<file path="config.mk">
export PLATFORM = sky130hd
export DESIGN_NAME = hj_port
export DESIGN_NICKNAME = d
export VERILOG_FILES = /design/src/logic/hj_port_pkg.sv /design/src/logic/hj_port.sv
export SDC_FILE = /design/constraint.sdc
export NUM_CORES = 1
export LEC_CHECK = 0
export BUFFER_PORTS_ARGS = -buffer_cell sky130_fd_sc_hd__buf_2
export CAP_MARGIN = 20
export CORE_ASPECT_RATIO = 0.9
export CORE_MARGIN = 1
export CORE_UTILIZATION = 35
export DETAILED_ROUTE_END_ITERATION = 7
export PLACE_DENSITY = 0.65
export SYNTH_ARGS = -nofsm -noshare
export SYNTH_HDL_FRONTEND = slang
export SYNTH_SLANG_ARGS = --single-unit
</file>
<file path="constraint.sdc">
create_clock -name aclk -period 1.9 [get_ports aclk]
set_input_delay 0.38 -clock aclk [delete_from_list [all_inputs] [get_ports aclk]]
set_output_delay 0.38 -clock aclk [all_outputs]
set_load 0.01 [all_outputs]
</file>
<file path="src/logic/hj_port_pkg.sv">
package hj_port_pkg;
	// Register byte offsets on the AXI4-Lite slave
	localparam logic [4:0] OFF_H_PIN = 5'h00;
	localparam logic [4:0] OFF_H_LAT = 5'h04;
	localparam logic [4:0] OFF_H_DIR = 5'h08;
	localparam logic [4:0] OFF_J_PIN = 5'h0C;
	localparam logic [4:0] OFF_J_LAT = 5'h10;
	localparam logic [4:0] OFF_J_DIR = 5'h14;
	localparam logic [4:0] OFF_G_CTL = 5'h18;
	localparam logic [4:0] OFF_ANA_CFG = 5'h1C;
	localparam int ADDR_W = 5; // Decoded address bits
	// Reset values
	localparam logic [7:0] RST_DIR = 8'hFF; // All pins inputs
	localparam logic [7:0] RST_LAT = 8'h00;
	localparam logic [3:0] RST_ANA = 4'h0; // All channels analog
	localparam logic [7:0] ALL_ON = 8'hFF;
	localparam logic [7:0] ALL_OFF = 8'h00;
	// Field positions
	localparam int G_PULLUP_BIT = 5; // Pull-up enable in the G register
	localparam int ADDR_PINS = 4; // H pins that carry address bits
	localparam int ANA_LO = 4; // First analog-capable H pin
	// AXI responses
	localparam logic [1:0] RESP_OKAY = 2'h0;
	localparam logic [1:0] RESP_SLVERR = 2'h2;
	// Overrides from the external memory interface
	typedef struct packed {
		logic ext_bus_disable; // High keeps the bus off the pins
		logic [3:0] addr_hi; // Address lines 16..19
		logic [7:0] strobes; // Bus controls, address latch enable at bit 0
	} mem_bus_t;
	// Alternate enhanced PWM outputs, bit 0 lands on H pin 4
	typedef struct packed {
		logic [3:0] level; // pwm3 c, pwm3 b, pwm1 c, pwm1 b
		logic [3:0] hiz; // Shutdown asks the pin to float
	} pwm_alt_t;
endpackage : hj_port_pkg

</file>
<file path="src/logic/hj_port.sv">
`timescale 1ns/100ps
// Operation
// Direction one floats pin, zero drives latch
// Latch read-modify-write uses stored latch value
// Port H has eight independently directed pins
// Bus enabled: H bits 0-3 carry addresses
// H bits 4-7 analog channels, analog default
// Swap fuse clear: PWM outputs on H 4-7
// PWM pins float during shutdown when asked
// Ports H and J removable by parameter
// Port J has eight digital directed pins
// Any reset makes all J pins inputs
// Bus enabled: J pins become control outputs
// J bus pins carry fixed control order
// One G bit enables all J pull-ups
// Pull-up off while J pin drives
// Any reset disables all J pull-ups
// Pin register read pins, write latch
// Overrides never change stored direction bits
module hj_port
	import hj_port_pkg::*;
#(
	parameter bit HJ_PRESENT = 1'b1 // Ports exist in the large package
) (
	input wire logic aclk, // 250 MHz system clock
	input wire logic aresetn, // Synchronous reset, active low
	input wire logic [31:0] s_awaddr, // Write address
	input wire logic s_awvalid, // Write address valid
	output logic s_awready, // Write address ready
	input wire logic [31:0] s_wdata, // Write data
	input wire logic [3:0] s_wstrb, // Write byte strobes
	input wire logic s_wvalid, // Write data valid
	output logic s_wready, // Write data ready
	output logic [1:0] s_bresp, // Write response
	output logic s_bvalid, // Write response valid
	input wire logic s_bready, // Write response ready
	input wire logic [31:0] s_araddr, // Read address
	input wire logic s_arvalid, // Read address valid
	output logic s_arready, // Read address ready
	output logic [31:0] s_rdata, // Read data
	output logic [1:0] s_rresp, // Read response
	output logic s_rvalid, // Read data valid
	input wire logic s_rready, // Read data ready
	input wire hj_port_pkg::mem_bus_t mem_bus, // Memory interface drive
	input wire hj_port_pkg::pwm_alt_t pwm_alt, // Alternate PWM drive
	input wire logic pwm_pin_swap_fuse, // Clear maps PWM onto H
	output logic [3:0] analog_sel, // Converter channels 12..15 analog
	input wire logic [7:0] h_in, // Port H pin levels
	output logic [7:0] h_out, // Port H pin drive level
	output logic [7:0] h_oe, // Port H drive enable
	input wire logic [7:0] j_in, // Port J pin levels
	output logic [7:0] j_out, // Port J pin drive level
	output logic [7:0] j_oe, // Port J drive enable
	output logic [7:0] j_pullup // Port J weak pull-up enable
);
	import hj_port_pkg::*;

	// Software-visible state
	logic [7:0] h_lat_reg; // h_output_latch
	logic [7:0] h_dir_reg; // h_direction
	logic [7:0] j_lat_reg; // j_output_latch
	logic [7:0] j_dir_reg; // j_direction
	logic j_pullup_enable_reg; // Pull-up control bit of the G register
	logic [3:0] analog_pin_config_reg; // Analog pin configuration

	// Pin synchronisers, first stage feeds only the second
	logic [7:0] h_meta_reg;
	logic [7:0] h_sync_reg;
	logic [7:0] j_meta_reg;
	logic [7:0] j_sync_reg;

	// Bus slave state
	logic aw_got_reg; // Address waiting for its data
	logic w_got_reg; // Data waiting for its address
	logic [ADDR_W-1:0] awaddr_reg;
	logic [7:0] wdata_reg;
	logic wstrb_reg; // Low byte strobe
	logic [1:0] bresp_reg;
	logic bvalid_reg;
	logic [31:0] rdata_reg;
	logic [1:0] rresp_reg;
	logic rvalid_reg;

	// Pin drive registers
	logic [7:0] h_out_reg;
	logic [7:0] h_oe_reg;
	logic [7:0] j_out_reg;
	logic [7:0] j_oe_reg;
	logic [7:0] j_pullup_reg;

	// Combinational helpers
	logic aw_hs; // Address taken this edge
	logic w_hs; // Data taken this edge
	logic wr_fire; // Both halves present: perform write
	logic [ADDR_W-1:0] wr_addr;
	logic [7:0] wr_data;
	logic wr_lane0;
	logic wr_mapped;
	logic ar_hs;
	logic [ADDR_W-1:0] rd_addr;
	logic bus_en; // Memory interface owns its pins
	logic pwm_on_h; // Alternate PWM mapping active
	logic [3:0] ana_mask; // Analog channels of H pins 4..7
	logic [7:0] h_pin_read;
	logic [7:0] h_out_next;
	logic [7:0] h_oe_next;
	logic [7:0] j_out_next;
	logic [7:0] j_oe_next;

	// Write channel handshakes; one write in flight at a time
	assign s_awready = !aw_got_reg && !bvalid_reg;
	assign s_wready = !w_got_reg && !bvalid_reg;
	assign aw_hs = s_awvalid && s_awready;
	assign w_hs = s_wvalid && s_wready;
	assign wr_fire = (aw_got_reg || aw_hs) && (w_got_reg || w_hs);
	assign wr_addr = aw_got_reg ? awaddr_reg : s_awaddr[ADDR_W-1:0];
	assign wr_data = w_got_reg ? wdata_reg : s_wdata[7:0];
	assign wr_lane0 = w_got_reg ? wstrb_reg : s_wstrb[0];
	// Upper address bits must be zero for a hit
	assign wr_mapped = HJ_PRESENT && (wr_addr[1:0] == 2'h0)
		&& (wr_addr <= OFF_ANA_CFG) && ((aw_got_reg ? 1'b1
		: (s_awaddr[31:ADDR_W] == '0)));
	assign s_bvalid = bvalid_reg;
	assign s_bresp = bresp_reg;

	// Read channel; answer one cycle after address accepted
	assign s_arready = !rvalid_reg;
	assign ar_hs = s_arvalid && s_arready;
	assign rd_addr = s_araddr[ADDR_W-1:0];
	assign s_rvalid = rvalid_reg;
	assign s_rdata = rdata_reg;
	assign s_rresp = rresp_reg;

	// Pending write halves, captured in either order
	always_ff @(posedge aclk) begin
		if (!aresetn) begin
			aw_got_reg <= 1'b0;
			w_got_reg <= 1'b0;
			awaddr_reg <= '0;
			wdata_reg <= 8'h00;
			wstrb_reg <= 1'b0;
		end else if (wr_fire) begin
			aw_got_reg <= 1'b0;
			w_got_reg <= 1'b0;
		end else begin
			if (aw_hs) begin
				aw_got_reg <= 1'b1;
				// High bits folded: nonzero makes the slot unmapped
				awaddr_reg <= (s_awaddr[31:ADDR_W] == '0)
					? s_awaddr[ADDR_W-1:0] : ALL_ON[ADDR_W-1:0];
			end
			if (w_hs) begin
				w_got_reg <= 1'b1;
				wdata_reg <= s_wdata[7:0];
				wstrb_reg <= s_wstrb[0];
			end
		end
	end

	// Write response, held until the master takes it
	always_ff @(posedge aclk) begin
		if (!aresetn) begin
			bvalid_reg <= 1'b0;
			bresp_reg <= RESP_OKAY;
		end else if (wr_fire) begin
			bvalid_reg <= 1'b1;
			bresp_reg <= wr_mapped ? RESP_OKAY : RESP_SLVERR;
		end else if (s_bready) begin
			bvalid_reg <= 1'b0;
		end
	end

	// Latches: pin and latch offsets both land here
	always_ff @(posedge aclk) begin
		if (!aresetn) begin
			h_lat_reg <= RST_LAT;
			j_lat_reg <= RST_LAT;
		end else if (wr_fire && wr_mapped && wr_lane0) begin
			unique case (wr_addr)
				OFF_H_PIN, OFF_H_LAT: h_lat_reg <= wr_data;
				OFF_J_PIN, OFF_J_LAT: j_lat_reg <= wr_data;
				default: ;
			endcase
		end
	end

	// Direction bits, only software writes reach them
	always_ff @(posedge aclk) begin
		if (!aresetn) begin
			h_dir_reg <= RST_DIR;
			j_dir_reg <= RST_DIR;
		end else if (wr_fire && wr_mapped && wr_lane0) begin
			// Overrides are applied at the pins only
			unique case (wr_addr)
				OFF_H_DIR: h_dir_reg <= wr_data;
				OFF_J_DIR: j_dir_reg <= wr_data;
				default: ;
			endcase
		end
	end

	// Pull-up control and analog configuration
	always_ff @(posedge aclk) begin
		if (!aresetn) begin
			j_pullup_enable_reg <= 1'b0;
			analog_pin_config_reg <= RST_ANA;
		end else if (wr_fire && wr_mapped && wr_lane0) begin
			unique case (wr_addr)
				OFF_G_CTL: j_pullup_enable_reg <= wr_data[G_PULLUP_BIT];
				OFF_ANA_CFG: analog_pin_config_reg <= wr_data[3:0];
				default: ;
			endcase
		end
	end

	// Two-stage synchronisers on the pin inputs
	always_ff @(posedge aclk) begin
		if (!aresetn) begin
			h_meta_reg <= ALL_OFF;
			h_sync_reg <= ALL_OFF;
			j_meta_reg <= ALL_OFF;
			j_sync_reg <= ALL_OFF;
		end else begin
			h_meta_reg <= h_in;
			h_sync_reg <= h_meta_reg;
			j_meta_reg <= j_in;
			j_sync_reg <= j_meta_reg;
		end
	end

	// Channel 12+k is analog while the config is below 4-k
	genvar k;
	generate
		for (k = 0; k < 4; k++) begin : g_ana
			assign ana_mask[k] = HJ_PRESENT
				&& (analog_pin_config_reg < 4'(4 - k));
		end
	endgenerate
	assign analog_sel = ana_mask;

	// Analog pins read zero; their digital output is untouched
	assign h_pin_read = h_sync_reg & ~{ana_mask, 4'h0};

	// Read data; the latch offset returns the latch, not pins
	always_ff @(posedge aclk) begin
		if (!aresetn) begin
			rvalid_reg <= 1'b0;
			rdata_reg <= '0;
			rresp_reg <= RESP_OKAY;
		end else if (ar_hs) begin
			rvalid_reg <= 1'b1;
			rdata_reg <= '0;
			rresp_reg <= RESP_OKAY;
			if (!HJ_PRESENT || s_araddr[31:ADDR_W] != '0) begin
				rresp_reg <= RESP_SLVERR;
			end else begin
				unique case (rd_addr)
					OFF_H_PIN: rdata_reg[7:0] <= h_pin_read;
					OFF_H_LAT: rdata_reg[7:0] <= h_lat_reg;
					OFF_H_DIR: rdata_reg[7:0] <= h_dir_reg;
					OFF_J_PIN: rdata_reg[7:0] <= j_sync_reg;
					OFF_J_LAT: rdata_reg[7:0] <= j_lat_reg;
					OFF_J_DIR: rdata_reg[7:0] <= j_dir_reg;
					OFF_G_CTL: rdata_reg[G_PULLUP_BIT] <= j_pullup_enable_reg;
					OFF_ANA_CFG: rdata_reg[3:0] <= analog_pin_config_reg;
					default: rresp_reg <= RESP_SLVERR;
				endcase
			end
		end else if (s_rready) begin
			rvalid_reg <= 1'b0;
		end
	end

	// Pin ownership: memory bus, then PWM, then port data
	assign bus_en = !mem_bus.ext_bus_disable;
	assign pwm_on_h = !pwm_pin_swap_fuse;
	always_comb begin
		h_out_next = h_lat_reg;
		h_oe_next = ~h_dir_reg;
		j_out_next = j_lat_reg;
		j_oe_next = ~j_dir_reg;
		if (bus_en) begin
			// Address ignores both latch and direction
			h_out_next[ADDR_PINS-1:0] = mem_bus.addr_hi;
			h_oe_next[ADDR_PINS-1:0] = 4'hF;
			j_out_next = mem_bus.strobes;
			j_oe_next = ALL_ON;
		end
		if (pwm_on_h) begin
			// Direction still gates PWM; shutdown may float it
			h_out_next[7:ANA_LO] = pwm_alt.level;
			h_oe_next[7:ANA_LO] = ~h_dir_reg[7:ANA_LO]
				& ~pwm_alt.hiz;
		end
		if (!HJ_PRESENT) begin
			// Small package: no pads, nothing driven
			h_out_next = ALL_OFF;
			h_oe_next = ALL_OFF;
			j_out_next = ALL_OFF;
			j_oe_next = ALL_OFF;
		end
	end

	// Registered pad drive, one cycle behind its cause
	always_ff @(posedge aclk) begin
		if (!aresetn) begin
			h_out_reg <= ALL_OFF;
			h_oe_reg <= ALL_OFF;
			j_out_reg <= ALL_OFF;
			j_oe_reg <= ALL_OFF;
			j_pullup_reg <= ALL_OFF;
		end else begin
			h_out_reg <= h_out_next;
			h_oe_reg <= h_oe_next;
			j_out_reg <= j_out_next;
			j_oe_reg <= j_oe_next;
			// Pull-up drops on every driven pin
			j_pullup_reg <= (HJ_PRESENT && j_pullup_enable_reg)
				? ~j_oe_next : ALL_OFF;
		end
	end
	assign h_out = h_out_reg;
	assign h_oe = h_oe_reg;
	assign j_out = j_out_reg;
	assign j_oe = j_oe_reg;
	assign j_pullup = j_pullup_reg;
endmodule : hj_port

</file>
======== After elaboration in Yosys (flattened, before gate mapping) ========
Index checks and enable logic that the tools add are counted.
operators by class
  bitwise operators ....................... 10
  muxes and demuxes ....................... 23
  eq/ne operators ......................... 14
  reductions and logical operators ........ 36
  magnitude comparators ................... 5
operators with widths
  operator                                                                      count
  5-bit equality test, second input constant                                    8
  8-bit 2-to-1 mux                                                              4
  8-bit inverter                                                                4
  4-bit one-hot mux with 7 select lines                                         1
  27-bit zero test                                                              1
  27-bit nonzero test                                                           1
  5-bit by 4-bit equality test with 1-bit output, second input constant         4
  2-bit AND reduction                                                           9
  4-bit 2-to-1 mux                                                              4
  2-bit one-hot mux with 6 select lines                                         1
  5-bit by 3-bit equality test with 1-bit output, second input constant         2
  1-bit logical AND                                                             10
  5-bit zero test                                                               2
  5-bit 2-to-1 mux                                                              2
  8-bit bitwise AND                                                             1
  4-bit by 2-bit less-than comparator with 1-bit output, second input constant  2
  4-bit inverter                                                                2
  8-bit OR reduction                                                            1
  1-bit one-hot mux with 7 select lines                                         1
  1-bit 2-to-1 mux                                                              6
  2-bit 2-to-1 mux                                                              3
  1-bit one-hot mux with 6 select lines                                         1
  2-bit OR reduction                                                            3
  5-bit <= comparator, second input constant                                    1
  other kinds (8)                                                               14
word-level totals
  bits in registers ....................... 139
  input port bits ......................... 145
  output and inout bits ................... 85
  word-level logic and storage cells ...... 113

======== Logic depth before layout (Yosys ltp) ========
  word-level depth ........................ 8
  depth in mapped cells ................... 8
  depth with buffers taken out ............ 5

======== Least setup slack after synthesis ========
Ideal clock, no wire load.
  kind .................................... input to register
  from .................................... input port s_awaddr[7]
  to ...................................... register j_lat_reg[0]
  setup slack ............................. 0.184 ns
  arrival ................................. 1.645 ns
  path buffers ............................ 1
  setup time .............................. 0.072 ns
  required time ........................... 1.828 ns
  stages on the path ...................... 6
  cell sequence ........................... nor4_2 nand4_1 o21bai_4 and4bb_1 buf_6 mux2i_1
on the way
  longest elaborated chain between the ends .. 6
RTL lines
  item                            RTL line        text
  start, declared                 hj_port.sv:27   input wire logic [31:0] s_awaddr,
  27-bit zero test                hj_port.sv:122  : (s_awaddr[31:ADDR_W] == '0)));
  1-bit 2-to-1 mux                hj_port.sv:121  && (wr_addr <= OFF_ANA_CFG) && ((aw_got_reg ? 1'b1
  1-bit logical AND               hj_port.sv:121
  1-bit logical AND (2 in a row)  hj_port.sv:178  end else if (wr_fire && wr_mapped && wr_lane0) begin
  2-bit AND reduction (no line)   --
  end signal, assigned            hj_port.sv:181  OFF_J_PIN, OFF_J_LAT: j_lat_reg <= wr_data;
  end, declared                   hj_port.sv:61   logic [7:0] j_lat_reg;
No other way between the ends.
A chain may end at the register's enable or synchronous reset.

======== Worst setup path in the final report ========
  from .................................... register analog_pin_config_reg[3]
  to ...................................... output port analog_sel[3]
on the way
  longest elaborated chain between the ends .. 1
RTL lines
  item                                                   RTL line        text
  start, declared                                        hj_port.sv:64   logic [3:0] analog_pin_config_reg;
  start signal, assigned                                 hj_port.sv:210  OFF_ANA_CFG: analog_pin_config_reg <= wr_data[3:0];
  4-bit by 1-bit less-than comparator with 1-bit output  hj_port.sv:236  && (analog_pin_config_reg < 4'(4 - k));
  end, declared                                          hj_port.sv:47   output logic [3:0] analog_sel,
No other way between the ends.

==> report_table.html <==
<table>
<tr><th>Metric</th><th>Value</th></tr>
<tr><th colspan="2">Timing</th></tr>
<tr><td>Max-Slew Margin vs Limit</td><td>0.666</td></tr>
<tr><td>Count of endpoints failing hold in the final timing report</td><td>0</td></tr>
<tr><td>Final Critical Period</td><td>1820 ps</td></tr>
<tr><td>Top achievable clock speed</td><td>0.549 GHz</td></tr>
<tr><td>Slew @ Worst Pin</td><td>499 ps</td></tr>
<tr><td>Endpoints failing setup</td><td>0</td></tr>
<tr><td>Clock Skew</td><td>9.01 ps</td></tr>
<tr><td>Final slew viol count</td><td>0</td></tr>
<tr><td>Period utilization</td><td>0.959</td></tr>
<tr><td>Setup repair after global routing missed its margin</td><td>false</td></tr>
<tr><td>Total negative slack</td><td>0 ps</td></tr>
<tr><th colspan="2">Die</th></tr>
<tr><td>Core box area</td><td>15500 µm²</td></tr>
<tr><td>Die area</td><td>16500 µm²</td></tr>
<tr><td>Number of rows in the core area</td><td>43</td></tr>
<tr><td>Chip width</td><td>135 µm</td></tr>
<tr><td>Starting density of the core</td><td>0.361</td></tr>
<tr><td>I/O pin cnt</td><td>230</td></tr>
<tr><td>Die Span Y</td><td>122 µm</td></tr>
<tr><th colspan="2">Placement</th></tr>
<tr><td>Routability cong.</td><td>0.779</td></tr>
<tr><td>Number of cells after detailed placement</td><td>927</td></tr>
<tr><td>Port buffer count</td><td>176</td></tr>
<tr><td>Half-perimeter wire length after placement</td><td>10.5 mm</td></tr>
<tr><th colspan="2">Synth</th></tr>
<tr><td>Library cells used by synthesis</td><td>46</td></tr>
<tr><td>Netlist area before placement</td><td>5600 µm²</td></tr>
<tr><td>Syn. warnings</td><td>0</td></tr>
<tr><td>Cell types occupying the most area after synthesis</td><td>sky130_fd_sc_hd__dfxtp_1 49%, sky130_fd_sc_hd__mux2i_1 14%, sky130_fd_sc_hd__and2_1 5.1%</td></tr>
<tr><td>Synth area leader</td><td>sky130_fd_sc_hd__dfxtp_1</td></tr>
<tr><td>Share of synthesized registers carrying an async set or reset</td><td>0</td></tr>
<tr><td>Count of flip-flops with a built-in enable after synthesis</td><td>0</td></tr>
<tr><td>Synthesized area per cell</td><td>10.0 µm²</td></tr>
<tr><td>Share of synthesized area occupied by flip-flops and latches</td><td>0.490</td></tr>
<tr><td>Most used flip-flop cell after synthesis</td><td>sky130_fd_sc_hd__dfxtp_1</td></tr>
<tr><td>Mapped Cells</td><td>560</td></tr>
<tr><td>Register bit total from synthesis</td><td>137</td></tr>
<tr><td>Top-area cell type share of the netlist area</td><td>0.490</td></tr>
<tr><th colspan="2">Clock tree</th></tr>
<tr><td>Max Buffers Root-to-Sink</td><td>2</td></tr>
<tr><td>Number of sinks on the clock net</td><td>137</td></tr>
<tr><td>Count of H-tree levels built during CTS</td><td>4</td></tr>
<tr><td>Number of buffers inserted by post-CTS setup repair</td><td>0</td></tr>
<tr><td>Worst-skew pair later-pin latency</td><td>420 ps</td></tr>
<tr><td>Clock transition time at the flip-flop clock pins of the worst setup and hold paths</td><td>60 ps</td></tr>
<tr><td>CTS root buffer</td><td>sky130_fd_sc_hd__clkbuf_16</td></tr>
<tr><td>CTS tree</td><td>built</td></tr>
<tr><td>Number of buffers inserted during clock tree synthesis</td><td>17</td></tr>
<tr><th colspan="2">Min path</th></tr>
<tr><td>Startpoint of the tightest hold check path</td><td>s_rready</td></tr>
<tr><td>Hold crit path type</td><td>input pin to register</td></tr>
<tr><th colspan="2">Detailed routing</th></tr>
<tr><td>Vias/cell</td><td>4.63</td></tr>
<tr><td>Routed length per instance</td><td>14.5 µm</td></tr>
<tr><td>Wirelength, routed</td><td>13.9 mm</td></tr>
<tr><td>Number of detailed-routing iterations run before antenna repair</td><td>4</td></tr>
<tr><td>Post-route ant nets</td><td>0</td></tr>
<tr><td>First DRT Iteration DRCs</td><td>230</td></tr>
<tr><td># DRC</td><td>0</td></tr>
<tr><td>Count of vias placed by the detailed router</td><td>4442</td></tr>
<tr><th colspan="2">Worst setup path</th></tr>
<tr><td>Required time reported for the critical path endpoint</td><td>1520 ps</td></tr>
<tr><td>Largest fanout of any net on the critical path</td><td>5</td></tr>
<tr><td>Buffering stage count on the worst path with inverters included</td><td>1</td></tr>
<tr><td>Critical path startpoint</td><td>analog_pin_config_reg[3]</td></tr>
<tr><td>Element type at the critical path start</td><td>register</td></tr>
<tr><td>Worst-path cell chain</td><td>or3_4, nor2_4, buf_2</td></tr>
<tr><td>Startpoint-to-endpoint class of the critical path</td><td>register to primary output</td></tr>
<tr><td>Nature of the critical path endpoint</td><td>primary output</td></tr>
<tr><td>Worst EP arrival</td><td>1440 ps</td></tr>
<tr><td>Family with the most delay on the worst path</td><td>simple AND/OR/NAND/NOR gates</td></tr>
<tr><td>Worst path slowest cell</td><td>sky130_fd_sc_hd__or3_4</td></tr>
<tr><td>Crit path largest cell delay</td><td>430 ps</td></tr>
<tr><td>Worst r2r src</td><td>w_got_reg</td></tr>
<tr><th colspan="2">GRT</th></tr>
<tr><td>Pin count of the biggest net entering global routing</td><td>78</td></tr>
<tr><td>Grt ovf</td><td>0</td></tr>
<tr><td>Initial antenna violation count</td><td>0</td></tr>
<tr><td>Wire length of the first global-routing pass</td><td>21.3 mm</td></tr>
<tr><td>Number of global-route vias before repair</td><td>4033</td></tr>
<tr><td>Total GRT Usage</td><td>0.172</td></tr>
<tr><th colspan="2">Power</th></tr>
<tr><td>Internal power summed over all cells</td><td>0.00516 W</td></tr>
<tr><td>Sw frac</td><td>0.245</td></tr>
<tr><td>Leak Pwr</td><td>3.42 nW</td></tr>
<tr><td>Switch Pwr</td><td>0.00167 W</td></tr>
<tr><td>Fraction of power consumed by the clock network</td><td>0.462</td></tr>
<tr><td>Logic gate share of total power</td><td>0.097</td></tr>
<tr><td>Maximum VDD drop</td><td>0.000653 V</td></tr>
<tr><td>Power density over the cells</td><td>940 nW/µm²</td></tr>
<tr><td>Sequential share of power</td><td>0.441</td></tr>
<tr><th colspan="2">Status</th></tr>
<tr><td>Status</td><td>finished clean</td></tr>
<tr><th colspan="2">Final layout</th></tr>
<tr><td>Nets</td><td>889</td></tr>
<tr><td>Area growth from synthesis to layout</td><td>29.8%</td></tr>
<tr><td>Post-Route Utilization</td><td>0.469</td></tr>
<tr><td>Inserted Diodes</td><td>0</td></tr>
<tr><td>Share of layout cells above drive strength 1</td><td>0.343</td></tr>
<tr><td>Finished Layout Cells</td><td>959</td></tr>
<tr><th colspan="2">Flow run</th></tr>
<tr><td>Count of max-cap constraint violations</td><td>0</td></tr>
</table>
[metal layers]
metal / global-route usage / wire length (µm) / vias to the layer above
met1: 0.234 / 6540 / 2012
met5: 0 / 0 / -
met2: 0.261 / 6440 / 151
li1: - / - / 2270
met3: 0.0495 / 790 / 9
met4: 0.0590 / 121 / 0
[power groups by stage]
| stage | logic, W | registers [W] | clock network (W) |
|---|---|---|---|
| 6_report | 0.000662 | 0.00301 | 0.00316 |
| 3_3_place_gp | 0.000657 | 0.00307 | 0 |
| 3_5_place_dp | 0.000663 | 0.00307 | 0 |
| 4_1_cts | 0.000666 | 0.00301 | 0.00322 |
| 2_1_floorplan | 0.000409 | 0.00307 | 0 |
| 5_1_grt | 0.000734 | 0.00302 | 0.00335 |
[path summary, 6_finish.rpt]
check                                           endpoint  slack (ps)  cells after the start
worst min register to register             j_sync_reg[7]         430                      1
worst max-delay path                       analog_sel[3]          80                      3
worst max register to register  analog_pin_config_reg[2]         210                      5
worst min-delay path                            s_rvalid         140                      2
[what timing repair did]
item,in CTS,in global routing
endpoints found under the hold margin,0,0
resized for setup,1,5
endpoints found under the setup margin,1,25
hold buffers,0,0
pin swaps,0,0
[through the flow]
stage	setup slack (ps)	hold slack [ps]	power (W)	instance area, µm²
6_report	78.3	138	0.00683	7260
3_5_place_dp	-45.2	418	0.00373	6670
4_1_cts	1.58	117	0.00690	7250
3_3_place_gp	-29.7	418	0.00373	6670
2_1_floorplan	184	412	0.00348	5690
5_1_grt	23.1	121	0.00710	7260
[logic make-up (layout without fill, tap and decap cells)]
| logic type | Yosys count | in the layout | share of synthesized area |
|---|---|---|---|
| simple gates | 204 | 204 | 0.194 |
| other cells | 1 | 26 | 0.000670 |
| compound gates | 66 | 66 | 0.0816 |
| mux | 89 | 89 | 0.170 |
| flops | 137 | 137 | 0.490 |
| buf+inv | 63 | 235 | 0.0637 |
[cell type report]
type	count	area (µm²)
clock inverter	12	115
sequential	137	2740
tap	202	253
timing repair buffer	197	1060
inverter	6	22.5
fill	1482	8230
clock buffer	20	457
multi-input combinational	385	2610
[cell usage after synthesis (3+ instances only)]
master / n
sky130_fd_sc_hd__nand4_4: 3
sky130_fd_sc_hd__a21oi_1: 19
sky130_fd_sc_hd__buf_4: 27
sky130_fd_sc_hd__inv_1: 5
sky130_fd_sc_hd__and2_1: 46
sky130_fd_sc_hd__a22oi_1: 5
sky130_fd_sc_hd__clkbuf_1: 18
sky130_fd_sc_hd__a211oi_1: 6
sky130_fd_sc_hd__a22o_1: 3
sky130_fd_sc_hd__nor4_2: 4
sky130_fd_sc_hd__mux2i_1: 78
sky130_fd_sc_hd__o21ai_0: 14
sky130_fd_sc_hd__dfxtp_1: 137
sky130_fd_sc_hd__nor4_1: 9
sky130_fd_sc_hd__nor3_1: 6
sky130_fd_sc_hd__o221a_2: 5
sky130_fd_sc_hd__nor2b_1: 6
sky130_fd_sc_hd__buf_2: 9
sky130_fd_sc_hd__nand4_1: 5
sky130_fd_sc_hd__mux4_2: 4
sky130_fd_sc_hd__nand2_1: 37
sky130_fd_sc_hd__nand2b_1: 9
sky130_fd_sc_hd__nand3_1: 10
sky130_fd_sc_hd__nor2_1: 62
sky130_fd_sc_hd__mux2_2: 7
[placed cells by master, fill, tap and decap left out, drive strengths merged, types with 2 or more instances in the layout]
cell type and n:
or3 2, clkinvlp 3, dfxtp 137, o221ai 2
clkbuf 20, mux4 4, nand3 10, mux2 7
a22o 3, nor2b 6, and3 2, inv 9
nand2 37, and2 46, nor3 6, nor2 62
a22oi 5, nand4 8, a21oi 20, o22ai 2
a211oi 6, conb 26, mux2i 78, o21ai 14
nand2b 9, o221a 5, nor4 13, buf 197
clkinv 5
(Power assumes the default switching activity.)
